## src/common/twd_cfg.svh

```systemverilog
`ifndef TWD_CFG_SVH
`define TWD_CFG_SVH
// Behaviour
// - every instruction is fetched and decoded as one 12-bit word
// - byte results go to the work register when d is 0, to the file when 1
// - file field picks one of 32 registers; bit field picks the bit
// - one cycle per instruction, two when a skip is taken or the counter changes
// - each instruction cycle is four clock periods
// - add work to file; carry, digit carry and zero updated
// - subtract work from file; carry, digit carry and zero updated
// - or, and, xor work with file; only zero flag updated
// - decrement and increment file into destination; only zero flag updated
// - decrement or increment with skip on zero result; no flags touched
// - rotate file left or right through carry; only carry touched
// - bit clear, bit set, skip if low, skip if high; no flags touched
// - and, or, xor literal into work updating zero; load literal leaves flags
// - call and return with literal take two cycles, flags unchanged
// - every counter write except jump and return forces counter bit 8 low
// - fixed words for idle, option load, power-down and watchdog kick
// - direction load with select 6 copies work into port-B direction latches
// - port read-modify-write uses sampled pin levels as source
// - power-down clears watchdog, sets time-out, clears power-down, holds ports
// - master clear, watchdog time-out or pin change wake with device reset
// - call pushes next address, loads literal, page bits, clears bit 8
`define TWD_MCLK_MHZ 25
`define TWD_WDT_TIMEOUT_US 18000
`define TWD_PH_LAST 2'h3
`define TWD_PC_RESET 11'h7FF
`define TWD_STATUS_POR 8'h18
`define TWD_OPTION_RESET 8'hFF
`define TWD_CTRL_RESET 3'h7
`define TWD_CTRL_RUN 0
`define TWD_CTRL_MASTER_CLEAR_PIN_EN 1
`define TWD_CTRL_WDT_EN 2
`define TWD_OPT_WAKE_N 7
`define TWD_ADR_CTRL 8'h00
`define TWD_ADR_WORK 8'h04
`define TWD_ADR_STATUS 8'h08
`define TWD_ADR_PC 8'h0C
`define TWD_ADR_OPTION 8'h10
`define TWD_F_PCL 5'h02
`define TWD_F_STATUS 5'h03
`define TWD_F_PORT_B_REGISTER 5'h06
`define TWD_ST_C 0
`define TWD_ST_DC 1
`define TWD_ST_Z 2
`define TWD_ST_PD 3
`define TWD_ST_TO 4
`define TWD_ST_WAKE 7
`define TWD_W_IDLE 12'h000
`define TWD_W_OPTION 12'h002
`define TWD_W_SLEEP 12'h003
`define TWD_W_KICK 12'h004
`define TWD_LOAD_DIRECTION_OP_SEL 3'h6
`define TWD_WAKE_MASK 6'h1B
`define TWD_OP_MISC 4'h0
`define TWD_OP_CLR 4'h1
`define TWD_OP_SUB 4'h2
`define TWD_OP_DEC 4'h3
`define TWD_OP_IOR 4'h4
`define TWD_OP_AND 4'h5
`define TWD_OP_XOR 4'h6
`define TWD_OP_ADD 4'h7
`define TWD_OP_MOV 4'h8
`define TWD_OP_COM 4'h9
`define TWD_OP_INC 4'hA
`define TWD_OP_DECSZ 4'hB
`define TWD_OP_RRC 4'hC
`define TWD_OP_RLC 4'hD
`define TWD_OP_SWAP 4'hE
`define TWD_OP_INCSZ 4'hF
`define TWD_LIT_RET 4'h8
`define TWD_LIT_CALL 4'h9
`define TWD_LIT_LOAD 4'hC
`define TWD_LIT_IOR 4'hD
`define TWD_LIT_AND 4'hE
`define TWD_LIT_XOR 4'hF
`endif

```

## src/common/twd_pkg.sv

```systemverilog
`include "twd_cfg.svh"
package twd_pkg;
    typedef enum logic {TWD_RUN = 1'b0, TWD_SLEEP = 1'b1} twd_state_t;
    typedef struct packed {
        twd_state_t st;
        logic osc;
        logic [1:0] ph;
        logic [10:0] pc;
        logic [11:0] ir;
        logic flush;
        logic [7:0] w;
        logic [7:0] status;
        logic [7:0] option;
        logic [5:0] load_direction_op;
        logic [5:0] pb_lat;
        logic [5:0] pb_last;
        logic [1:0][10:0] stack;
        logic [19:0] wdt;
        logic [31:0][7:0] files;
        logic [2:0] ctrl;
        logic ack;
        logic [31:0] rdat;
    } twd_regs_t;
endpackage

```

## src/hw/twd_core.sv

```systemverilog
`include "twd_cfg.svh"
module twd_core import twd_pkg::*; #(
    parameter int unsigned WDT_CYCLES = `TWD_WDT_TIMEOUT_US * `TWD_MCLK_MHZ
) (
    input wire logic MCLK,
    input wire logic NRST,
    input wire logic [11:0] PROG_DATA,
    input wire logic [5:0] PB_IN,
    input wire logic MASTER_CLEAR_PIN_N,
    input wire logic WB_CYC,
    input wire logic WB_STB,
    input wire logic WB_WE,
    input wire logic [7:0] WB_ADR,
    input wire logic [3:0] WB_SEL,
    input wire logic [31:0] WB_DAT_WR,
    output logic [10:0] PROG_ADDR,
    output logic [5:0] PB_OUT,
    output logic [5:0] PB_OE_N,
    output logic OSC_RUN,
    output logic WB_ACK,
    output logic [31:0] WB_DAT_RD
);
    localparam twd_regs_t RST = '{st: TWD_RUN, osc: 1'b1, pc: `TWD_PC_RESET, flush: 1'b1,
        status: `TWD_STATUS_POR, option: `TWD_OPTION_RESET, load_direction_op: 6'h3F,
        ctrl: `TWD_CTRL_RESET, default: '0};
    localparam logic [19:0] WDT_LAST = 20'(WDT_CYCLES - 1);
    twd_regs_t s;
    twd_regs_t n;
    // --------------------------------------------------------------
    // instruction fields
    // --------------------------------------------------------------
    logic [4:0] fa;
    logic [3:0] bop;
    logic [3:0] lop;
    logic d;
    logic [2:0] bsel;
    logic [7:0] k;
    logic [7:0] src;
    logic [7:0] addend;
    logic [8:0] sum9;
    logic [4:0] nib5;
    logic is_sub;
    logic running;
    logic exec;
    logic wdt_to, master_clear_pin_ev, pin_ev, ev_rst;
    logic [7:0] res;
    logic [7:0] mask;
    logic wr_w, wr_f;
    logic fz, fc, fdc;
    logic cnew, dcnew;
    logic touch_pb;

    // word split into opcode and operand fields
    assign fa = s.ir[4:0];
    assign bop = s.ir[9:6];
    assign lop = s.ir[11:8];
    assign d = s.ir[5];
    assign bsel = s.ir[7:5];
    assign k = s.ir[7:0];
    // port reads see the pins, so read-modify-write never echoes the latch
    assign src = (fa == `TWD_F_PORT_B_REGISTER) ? {2'h0, PB_IN} :
                 (fa == `TWD_F_PCL) ? s.pc[7:0] :
                 (fa == `TWD_F_STATUS) ? s.status : s.files[fa];
    // one adder serves add and subtract; subtract is f plus inverted w plus one
    assign is_sub = (s.ir[11:10] == 2'h0) && (bop == `TWD_OP_SUB);
    assign addend = is_sub ? ~s.w : s.w;
    assign sum9 = {1'b0, src} + {1'b0, addend} + {8'h00, is_sub};
    assign nib5 = {1'b0, src[3:0]} + {1'b0, addend[3:0]} + {4'h0, is_sub};
    // wake and reset sources
    assign wdt_to = s.ctrl[`TWD_CTRL_WDT_EN] && (s.wdt == WDT_LAST);
    assign master_clear_pin_ev = s.ctrl[`TWD_CTRL_MASTER_CLEAR_PIN_EN] && !MASTER_CLEAR_PIN_N;
    assign pin_ev = (s.st == TWD_SLEEP) && !s.option[`TWD_OPT_WAKE_N] &&
                    (((PB_IN ^ s.pb_last) & `TWD_WAKE_MASK) != 6'h00);
    assign ev_rst = master_clear_pin_ev || wdt_to || pin_ev;
    assign running = s.ctrl[`TWD_CTRL_RUN] && (s.st == TWD_RUN);
    assign exec = running && (s.ph == `TWD_PH_LAST) && !s.flush && !ev_rst;

    // --------------------------------------------------------------
    // next state
    // --------------------------------------------------------------
    always_comb begin
        n = s;
        res = 8'h00;
        mask = 8'h01 << bsel;
        wr_w = 1'b0;
        wr_f = 1'b0;
        fz = 1'b0;
        fc = 1'b0;
        fdc = 1'b0;
        cnew = sum9[8];
        dcnew = nib5[4];
        touch_pb = 1'b0;
        // bus slave: ack one cycle, then drop
        n.ack = WB_CYC && WB_STB && !s.ack;
        n.rdat = 32'h0000_0000;
        if (n.ack) begin
            if (WB_ADR == `TWD_ADR_CTRL) begin
                n.rdat = {29'h0, s.ctrl};
                if (WB_WE && WB_SEL[0]) begin
                    n.ctrl = WB_DAT_WR[2:0];
                end
            end else if (WB_ADR == `TWD_ADR_WORK) begin
                n.rdat = {24'h0, s.w};
            end else if (WB_ADR == `TWD_ADR_STATUS) begin
                n.rdat = {24'h0, s.status};
            end else if (WB_ADR == `TWD_ADR_PC) begin
                n.rdat = {21'h0, s.pc};
            end else if (WB_ADR == `TWD_ADR_OPTION) begin
                n.rdat = {24'h0, s.option};
            end
        end
        // watchdog keeps counting in power-down, that is how it wakes the core
        if (s.ctrl[`TWD_CTRL_WDT_EN]) begin
            n.wdt = s.wdt + 20'h00001;
        end
        // four clock periods per instruction cycle; fetch on the last one
        if (running) begin
            n.ph = s.ph + 2'h1;
            if (s.ph == `TWD_PH_LAST) begin
                n.ir = PROG_DATA;
                n.pc = s.pc + 11'h001;
                n.flush = 1'b0;
            end
        end
        if (exec) begin
            case (s.ir[11:10])
                2'h0: begin
                    touch_pb = (fa == `TWD_F_PORT_B_REGISTER);
                    case (bop)
                        `TWD_OP_MISC: begin
                            if (d) begin
                                res = s.w;
                                wr_f = 1'b1;
                            end else if (s.ir == `TWD_W_OPTION) begin
                                n.option = s.w;
                            end else if (s.ir == `TWD_W_SLEEP) begin
                                n.st = TWD_SLEEP;
                                n.osc = 1'b0;
                                n.wdt = 20'h00000;
                                n.status[`TWD_ST_TO] = 1'b1;
                                n.status[`TWD_ST_PD] = 1'b0;
                            end else if (s.ir == `TWD_W_KICK) begin
                                n.wdt = 20'h00000;
                                n.status[`TWD_ST_TO] = 1'b1;
                                n.status[`TWD_ST_PD] = 1'b1;
                            end else if (s.ir[11:3] == 9'h000 && s.ir[2:0] == `TWD_LOAD_DIRECTION_OP_SEL) begin
                                n.load_direction_op = s.w[5:0];
                            end
                            touch_pb = 1'b0;
                        end
                        `TWD_OP_CLR: begin
                            res = 8'h00;
                            wr_w = !d;
                            wr_f = d;
                            fz = 1'b1;
                        end
                        `TWD_OP_SUB, `TWD_OP_ADD: begin
                            res = sum9[7:0];
                            fz = 1'b1;
                            fc = 1'b1;
                            fdc = 1'b1;
                        end
                        `TWD_OP_DEC: begin
                            res = src - 8'h01;
                            fz = 1'b1;
                        end
                        `TWD_OP_INC: begin
                            res = src + 8'h01;
                            fz = 1'b1;
                        end
                        `TWD_OP_IOR: begin
                            res = src | s.w;
                            fz = 1'b1;
                        end
                        `TWD_OP_AND: begin
                            res = src & s.w;
                            fz = 1'b1;
                        end
                        `TWD_OP_XOR: begin
                            res = src ^ s.w;
                            fz = 1'b1;
                        end
                        `TWD_OP_MOV: begin
                            res = src;
                            fz = 1'b1;
                        end
                        `TWD_OP_COM: begin
                            res = ~src;
                            fz = 1'b1;
                        end
                        `TWD_OP_DECSZ, `TWD_OP_INCSZ: begin
                            res = (bop == `TWD_OP_DECSZ) ? src - 8'h01 : src + 8'h01;
                            n.flush = (res == 8'h00);
                        end
                        `TWD_OP_RRC: begin
                            res = {s.status[`TWD_ST_C], src[7:1]};
                            cnew = src[0];
                            fc = 1'b1;
                        end
                        `TWD_OP_RLC: begin
                            res = {src[6:0], s.status[`TWD_ST_C]};
                            cnew = src[7];
                            fc = 1'b1;
                        end
                        default: begin
                            res = {src[3:0], src[7:4]};
                        end
                    endcase
                    // destination select for everything but misc and clear
                    if (bop != `TWD_OP_MISC && bop != `TWD_OP_CLR) begin
                        wr_w = !d;
                        wr_f = d;
                    end
                end
                2'h1: begin
                    touch_pb = (fa == `TWD_F_PORT_B_REGISTER);
                    case (s.ir[9:8])
                        2'h0: begin
                            res = src & ~mask;
                            wr_f = 1'b1;
                        end
                        2'h1: begin
                            res = src | mask;
                            wr_f = 1'b1;
                        end
                        2'h2: n.flush = !src[bsel];
                        default: n.flush = src[bsel];
                    endcase
                end
                default: begin
                    if (lop == `TWD_LIT_RET) begin
                        n.w = k;
                        n.pc = s.stack[0];
                        n.stack[0] = s.stack[1];
                        n.flush = 1'b1;
                    end else if (lop == `TWD_LIT_CALL) begin
                        n.stack[1] = s.stack[0];
                        n.stack[0] = s.pc;
                        n.pc = {s.status[6:5], 1'b0, k};
                        n.flush = 1'b1;
                    end else if (s.ir[11:9] == 3'h5) begin
                        n.pc = {s.status[6:5], s.ir[8:0]};
                        n.flush = 1'b1;
                    end else begin
                        // literal group, load leaves the zero flag alone
                        if (lop == `TWD_LIT_LOAD) begin
                            res = k;
                        end else if (lop == `TWD_LIT_IOR) begin
                            res = s.w | k;
                        end else if (lop == `TWD_LIT_AND) begin
                            res = s.w & k;
                        end else begin
                            res = s.w ^ k;
                        end
                        fz = (lop != `TWD_LIT_LOAD);
                        wr_w = 1'b1;
                    end
                end
            endcase
            if (wr_w) begin
                n.w = res;
            end
            // file write; counter low byte write is a computed jump
            if (wr_f) begin
                if (fa == `TWD_F_PCL) begin
                    n.pc = {s.status[6:5], 1'b0, res};
                    n.flush = 1'b1;
                end else if (fa == `TWD_F_STATUS) begin
                    n.status[6:5] = res[6:5];
                    n.status[2:0] = res[2:0];
                end else if (fa == `TWD_F_PORT_B_REGISTER) begin
                    n.pb_lat = res[5:0];
                end else begin
                    n.files[fa] = res;
                end
            end
            // flag writes come after the file write, as the core would latch them
            if (fz) begin
                n.status[`TWD_ST_Z] = (res == 8'h00);
            end
            if (fc) begin
                n.status[`TWD_ST_C] = cnew;
            end
            if (fdc) begin
                n.status[`TWD_ST_DC] = dcnew;
            end
            // pin snapshot for change wake, taken on any port file op outside the misc group, or any port bit op
            if (touch_pb) begin
                n.pb_last = PB_IN;
            end
        end
        // device reset from a wake source; file contents and work survive
        if (ev_rst) begin
            n.st = TWD_RUN;
            n.osc = 1'b1;
            n.ph = 2'h0;
            n.pc = `TWD_PC_RESET;
            n.flush = 1'b1;
            n.wdt = 20'h00000;
            n.status[7:5] = 3'h0;
            if (master_clear_pin_ev) begin
                if (s.st == TWD_SLEEP) begin
                    n.status[`TWD_ST_TO] = 1'b1;
                    n.status[`TWD_ST_PD] = 1'b0;
                end
            end else if (wdt_to) begin
                n.status[`TWD_ST_TO] = 1'b0;
                if (s.st == TWD_SLEEP) begin
                    n.status[`TWD_ST_PD] = 1'b0;
                end
            end else begin
                n.status[`TWD_ST_WAKE] = 1'b1;
                n.status[`TWD_ST_TO] = 1'b1;
                n.status[`TWD_ST_PD] = 1'b0;
            end
        end
    end

    // --------------------------------------------------------------
    // state register
    // --------------------------------------------------------------
    always_ff @(posedge MCLK or negedge NRST) begin
        if (!NRST) begin
            s <= RST;
        end else begin
            s <= n;
        end
    end

    // outputs are plain fields of the state register
    assign PROG_ADDR = s.pc;
    assign PB_OUT = s.pb_lat;
    assign PB_OE_N = s.load_direction_op;
    assign OSC_RUN = s.osc;
    assign WB_ACK = s.ack;
    assign WB_DAT_RD = s.rdat;
endmodule

```

## config.mk

```make
export PLATFORM = sky130hd
export DESIGN_NAME = twd_core
export DESIGN_NICKNAME = d
export VERILOG_FILES = /design/src/common/twd_pkg.sv /design/src/hw/twd_core.sv
export VERILOG_INCLUDE_DIRS = /design/src /design/src/common
export SDC_FILE = /design/constraint.sdc
export NUM_CORES = 1
export LEC_CHECK = 0
export ABC_AREA = 1
export BUFFER_PORTS_ARGS = -buffer_cell sky130_fd_sc_hd__buf_4
export CAP_MARGIN = 20
export CELL_PAD_IN_SITES_DETAIL_PLACEMENT = 0
export CELL_PAD_IN_SITES_GLOBAL_PLACEMENT = 1
export CORE_ASPECT_RATIO = 1.25
export CORE_UTILIZATION = 30
export CTS_CLUSTER_SIZE = 20
export DETAILED_ROUTE_END_ITERATION = 6
export GPL_TIMING_DRIVEN = 0
export PLACE_DENSITY_LB_ADDON = 0.12
export SYNTH_ARGS = -nofsm -noshare
export SYNTH_HDL_FRONTEND = slang
export SYNTH_SLANG_ARGS = --single-unit
export TNS_END_PERCENT = 100
```

## constraint.sdc

```tcl
create_clock -name MCLK -period 7 [get_ports MCLK]
set_clock_uncertainty 0.2 [all_clocks]
set_input_delay 1.05 -clock MCLK [delete_from_list [all_inputs] [get_ports MCLK]]
set_output_delay 1.05 -clock MCLK [all_outputs]
set_load 0.01 [all_outputs]
```

==> metrics, run 1 <==
post-synthesis instance total 2,732; Sw Ratio 23.18%; crit path DAT 7.07 ns; DR iter-0 viols 1,215; CORE AREA 0.07105 sq mm; Synth Area per Inst 7.931 sq um; total die area 0.07331 sq mm; largest net degree at the start of global routing 109; Period minus WS final 6.780 ns; MaxCap Viol Count 0; Die W 242.4 microns; synth unique cells 64; Pint 3586 uW; CTS buffer count 45; Routed WL 89,550 microns; Hold Buf Count CTS 0; Post-synth EDFFs 0; # rows 109; setup TNS 0 ns; CTS tree yes; Seq/Total Area, Yosys 44.07%; Worst Tran Pin Value 1.202 ns; Ys Warns 0; n_diodes 0; pwr/cell area 186.6 mW/mm^2; All-Layer GR Usage 24.24%; global-route wire length before repair 130,400 microns; CP Class flip-flop to flip-flop; critical path's slowest cell clkbuf_1; # fillers 7,509; M1 wire length 36,750 microns; PortBufs 71; hold slack 0.2046 ns; highest routed metal layer met4; CTS resizes 0; vias in the first global route 19,000; clock tree buffer depth 3; unrepaired setup endpoints after global routing false; Clk network pwr share 50.6%; Crit Path Max Fanout 11; asr flop ratio synth 100.0%; Leak 0.01213 uW; Slew headroom 19.87%; CTS H-Tree Depth 2; DRC 0; layout cell share with drive strength beyond 1 15.60%; status completed; maximum vdd ir drop 0.1602 mV; # nets final 2,987; Final Hold Fails 0; CP Launch Type flip-flop; CP required 7.29 ns; Initial Util 30.50%; post-DP HPWL 65,250 microns; flops & latches, synth 380; Setup violations, final 0; DR vias 19,280; Worst path max stage delay 0.93 ns; setup bufs post-CTS 0; CTS sink cnt 380; fmax 147.5 MHz; clock-pin slew on the worst setup and hold paths 0.06 ns; Primary FF master, synth dfrtp_1; DR WL met2 43,930 microns; Tcrit/Tclk final 96.85%; Clock Latency Late Sink 0.60 ns; Sw Pwr 1082 uW; Logic pwr share 2.2%; antenna violations before repair 3; # IOs 125; Setup crit end kind flip-flop; Min-Delay Path Class primary input to asynchronous set/reset pin; Die Ht 302.5 microns; CTS root buf clkbuf_16; sequential power share 47.2%; Netlist Area Pre-Place 0.02167 sq mm; mean routed wirelength per cell 23.23 microns; drt pass-1 iters 5; WL met3 4108 microns; area grow syn2layout 15.45%; post-route ant nets 0; fin. max-slew vios 0; cell mode on critical path nand2_1; drt via density 5.002; total gr overflow 0; GPL Wtd Cong 0.9103
## cell type report
cell class              instances  area, sq um  area share [%]
inverters                     298         1121           4.481
clock buffers                  76         1353           5.407
repair buffers                 75        650.6           2.601
clock inverters                 8        90.09          0.3601
flip-flops and latches        380         9549           38.17
well taps                     943         1180           4.716
multi-input cells            1865         9930           39.69
plain buffers                 209         1144           4.571
## power by group through the flow
stage               Combinational [uW]  Clock, uW  Sequential [uW]
detailed placement                 107          0             2240
global route                       118       2490             2200
global placement                  98.0          0             2240
floorplan                         25.8          0             2240
finish                             104       2360             2200
CTS                                108       2420             2200
## path summary, 6_finish.rpt
kind | startpoint | endpoint | slack [ns] | cells after the start
max | fa[2] | PROG_ADDR[4] | 0.22 | 29
max reg2reg | fa[2] | PROG_ADDR[4] | 0.22 | 29
min in group MCLK | flip-flop | flip-flop | 0.25 | 1
min reg2reg | flip-flop | flip-flop | 0.25 | 1
max in group asynchronous | NRST | asynchronous set/reset pin | 4.83 | 4
min | NRST | s[327] | 0.20 | 1
## cells in the mapped netlist, types with 35 or more instances
cell | number | area, sq um
nand2_1 | 695 | 2609
dfrtp_1 | 348 | 8708
inv_1 | 280 | 1051
o21ai_0 | 277 | 1386
nor2_1 | 226 | 848.3
mux2_2 | 129 | 1453
nand3_1 | 116 | 580.6
a21oi_1 | 101 | 505.5
clkbuf_1 | 96 | 360.4
buf_4 | 64 | 480.5
ha_1 | 44 | 550.5
buf_2 | 35 | 175.2
nor3_1 | 35 | 175.2
## cells by family (layout without fill, tap and decap cells)
family                     Yosys count  after routing  synth area share, %
AOI/OAI and AO/OA                  496            496                12.92
xor gates and xnor gates            30             30                1.213
adders and majority gates           45             45                2.633
buffers and inverters              507            666                10.45
DFF                                380            380                44.07
muxes                              134            134                6.935
other                                1             21              0.01731
and+or+nand+nor                   1139           1139                21.76
## metrics by stage
step / util [%] / instance area (sq um) / instances / power [uW] / worst slack [ns]
after global placement: 33.01 / 23460 / 3766 / 2339 / 0.4289
final: 35.21 / 25020 / 3854 / 4668 / 0.2204
after detailed placement: 33.18 / 23570 / 3770 / 2348 / 0.4222
after floorplan: - / 21740 / 2752 / 2267 / 2.911
after CTS: 35.21 / 25020 / 3854 / 4730 / 0.3746
after global routing: 35.21 / 25020 / 3854 / 4812 / 0.1272
## per-layer routing
layer,up-vias,track usage (%)
met5,-,0
met4,0,12.06
met2,598,42.43
met3,191,2.760
met1,9406,29.55
li1,9081,-
## layout by cell type (no fill, tap or decap), types with 7 or more instances in the layout
| cell type | instances |
|---|---|
| a211oi_1 | 18 |
| a21oi_1 | 101 |
| a22oi_1 | 16 |
| buf_2 | 35 |
| buf_4 | 134 |
| buf_6 | 10 |
| clkbuf_1 | 116 |
| clkbuf_16 | 45 |
| clkbuf_8 | 11 |
| clkinv_1 | 7 |
| conb_1 | 21 |
| dfrtp_1 | 348 |
| dfstp_2 | 32 |
| ha_1 | 44 |
| inv_1 | 280 |
| inv_2 | 10 |
| mux2_2 | 129 |
| nand2_1 | 695 |
| nand2_2 | 7 |
| nand3_1 | 116 |
| nand4_1 | 24 |
| nor2_1 | 226 |
| nor3_1 | 35 |
| o211ai_1 | 11 |
| o21ai_0 | 277 |
| o21ai_1 | 9 |
| o22ai_1 | 13 |
| xor2_1 | 27 |
## critical path: cells and delay by family, from the launching register on
kind                     cells  cell delay (ns)
AO/OA/AOI/OAI                4             0.77
adder cells (fa/ha/maj)      1             0.44
buffers and inverters        4             2.04
flip-flops                   1             0.37
AND/OR/NAND/NOR             20             2.80
Power figures use the tool's default switching activity.
==> run 2: changes to the inputs <==
--- a/config.mk
+++ b/config.mk
@@ -12,7 +12,7 @@
 export CELL_PAD_IN_SITES_DETAIL_PLACEMENT = 0
 export CELL_PAD_IN_SITES_GLOBAL_PLACEMENT = 1
 export CORE_ASPECT_RATIO = 1.25
-export CORE_UTILIZATION = 30
+export CORE_UTILIZATION = 45
 export CTS_CLUSTER_SIZE = 20
 export DETAILED_ROUTE_END_ITERATION = 6
 export GPL_TIMING_DRIVEN = 0
==> metrics, run 2 (synthesized netlist as in run 1, its figures left out) <==
post-route ant nets 0 (unchanged); Setup violations, final 0 (unchanged); setup bufs post-CTS 0 (unchanged); GPL Wtd Cong 0.9885 (+8.6%); DR iter-0 viols 1,379 (+13%); # fillers 4,717 (-37%); Slew headroom 22.74% (+2.9 points); # IOs 125 (unchanged); fmax 158.0 MHz (+7.1%); DP Area 0.02316 sq mm (-1.7%); CTS root buf clkbuf_16; setup TNS 0 ns (unchanged); MaxCap Viol Count 0 (unchanged); maximum vdd ir drop 0.1847 mV (+15%); CTS buffer count 42 (-6.7%); clock tree buffer depth 3 (unchanged); CP Launch Type flip-flop; Clock Latency Late Sink 0.58 ns (-0.02 ns); # rows 89 (-18%); critical path's slowest cell clkbuf_1; CORE AREA 0.04733 sq mm (-33%); drt pass-1 iters 6 (+1); commonest non-fill, non-tap cells in the layout nand2_1 (695), dfrtp_1 (348), inv_1 (280); mean routed wirelength per cell 22.50 microns (-3.2%); n_diodes 0 (unchanged); post-DP HPWL 57,820 microns (-11%); DRC 0 (unchanged); layout cell share with drive strength beyond 1 15.69% (+0.094 points); Placed Cells incl. Taps 3,463 (-8.1%); Final Hold Fails 0 (unchanged); Hold Buf Count CTS 0 (unchanged); Worst path max stage delay 0.75 ns (-0.18 ns); drt via density 5.500 (+10%); hold slack 0.2432 ns (+0.03864 ns); Finished Cell Area 0.02462 sq mm (-1.6%); Core Util, Final 52.01% (+17 points); Tcrit/Tclk final 90.39% (-6.5 points); CTS resizes 0 (unchanged); Non-Filler Instances 3,537 (-8.2%); CTS tree yes; Period minus WS final 6.327 ns (-0.4524 ns); Routed WL 79,570 microns (-11%); antenna violations before repair 1 (-2); Worst Tran Pin Value 1.149 ns (-0.05336 ns); global-route wire length before repair 118,800 microns (-8.9%); Leak 0.01213 uW (about the same); unrepaired setup endpoints after global routing false; largest net degree at the start of global routing 113 (+3.7%); Min-Delay Path Class primary input to asynchronous set/reset pin; Die W 198.3 microns (-18%); Crit Path Max Fanout 10 (-1); cell mode on critical path nand2_1; DR vias 19,450 (+0.92%); vias in the first global route 18,950 (-0.23%); total die area 0.04904 sq mm (-33%); fin. max-slew vios 0 (unchanged); CTS sink cnt 380 (unchanged); total gr overflow 0 (unchanged); CP Class flip-flop to flip-flop; # nets final 2,983 (-0.13%); CP required 7.27 ns (-0.02 ns); PortBufs 71 (unchanged); pwr/cell area 189.8 mW/mm^2 (+1.7%); crit path DAT 6.60 ns (-0.47 ns); Initial Util 45.78% (+15 points); Die Ht 247.3 microns (-18%); Setup crit end kind flip-flop; clock-pin slew on the worst setup and hold paths 0.06 ns (about the same); All-Layer GR Usage 32.99% (+8.8 points); commonest non-fill, non-tap cell in the layout nand2_1; status completed; CTS H-Tree Depth 2 (unchanged); area grow syn2layout 13.60%
## run 2: changes by cell type in the layout (fill, tap and decap cells not counted), moves of 2 or more
cell	change
bufinv_16	+4
clkbuf_1	-12
clkbuf_16	-2
clkinv_2	+2
## run 2: critical path: cells and delay by family, from the launching register on
kind	cells	cell delay, ns
compound gates	4	0.62
fa+ha+maj	1	0.45
buf+inv	6	2.01
flops	1	0.38
simple gates	17	2.52
## run 2: layout make-up
type | count | area [sq um] | area share [%]
multi-input cells | 1865 | 9930 | 40.34
repair buffers | 74 | 623.1 | 2.531
clock inverters | 12 | 195.2 | 0.7929
clock buffers | 62 | 1257 | 5.108
flip-flops and latches | 380 | 9549 | 38.79
plain buffers | 209 | 1144 | 4.646
inverters | 298 | 1121 | 4.554
well taps | 637 | 797.0 | 3.238
## run 2: metrics by stage
stage	worst slack, ns	power, uW
final	0.6728	4672
after global routing	0.5086	4806
after CTS	0.8357	4706
after detailed placement	0.8552	2340
after global placement	0.8284	2332
after floorplan	2.911	2267
## run 2: final timing paths
path	from	end	slack [ns]	cells past startpoint
worst min register to register	flip-flop	flip-flop	0.26	1
max in group asynchronous	NRST	asynchronous set/reset pin	4.95	3
worst max-delay path	fa[2]	s[372]	0.67	28
min in group MCLK	flip-flop	flip-flop	0.26	1
worst min-delay path	NRST	s[334]	0.24	1
worst max register to register	fa[2]	s[372]	0.67	28
## run 2: metal layers
metal | GRT usage [%] | wire length (microns) | vias to the layer above | share of wire [%]
li1 | - | - | 9063 | -
met1 | 39.64 | 31220 | 9415 | 39
met2 | 56.17 | 38430 | 748 | 48
met3 | 4.851 | 4750 | 226 | 6.0
met4 | 19.29 | 5161 | 2 | 6.5
met5 | 0 | 9 | - | 0.011
## run 2: where the power goes
part	internal [uW]	switching [uW]	total, uW
registers	2200	1.45	2200
clock network	1430	947	2370
logic	30.4	66.8	97.2
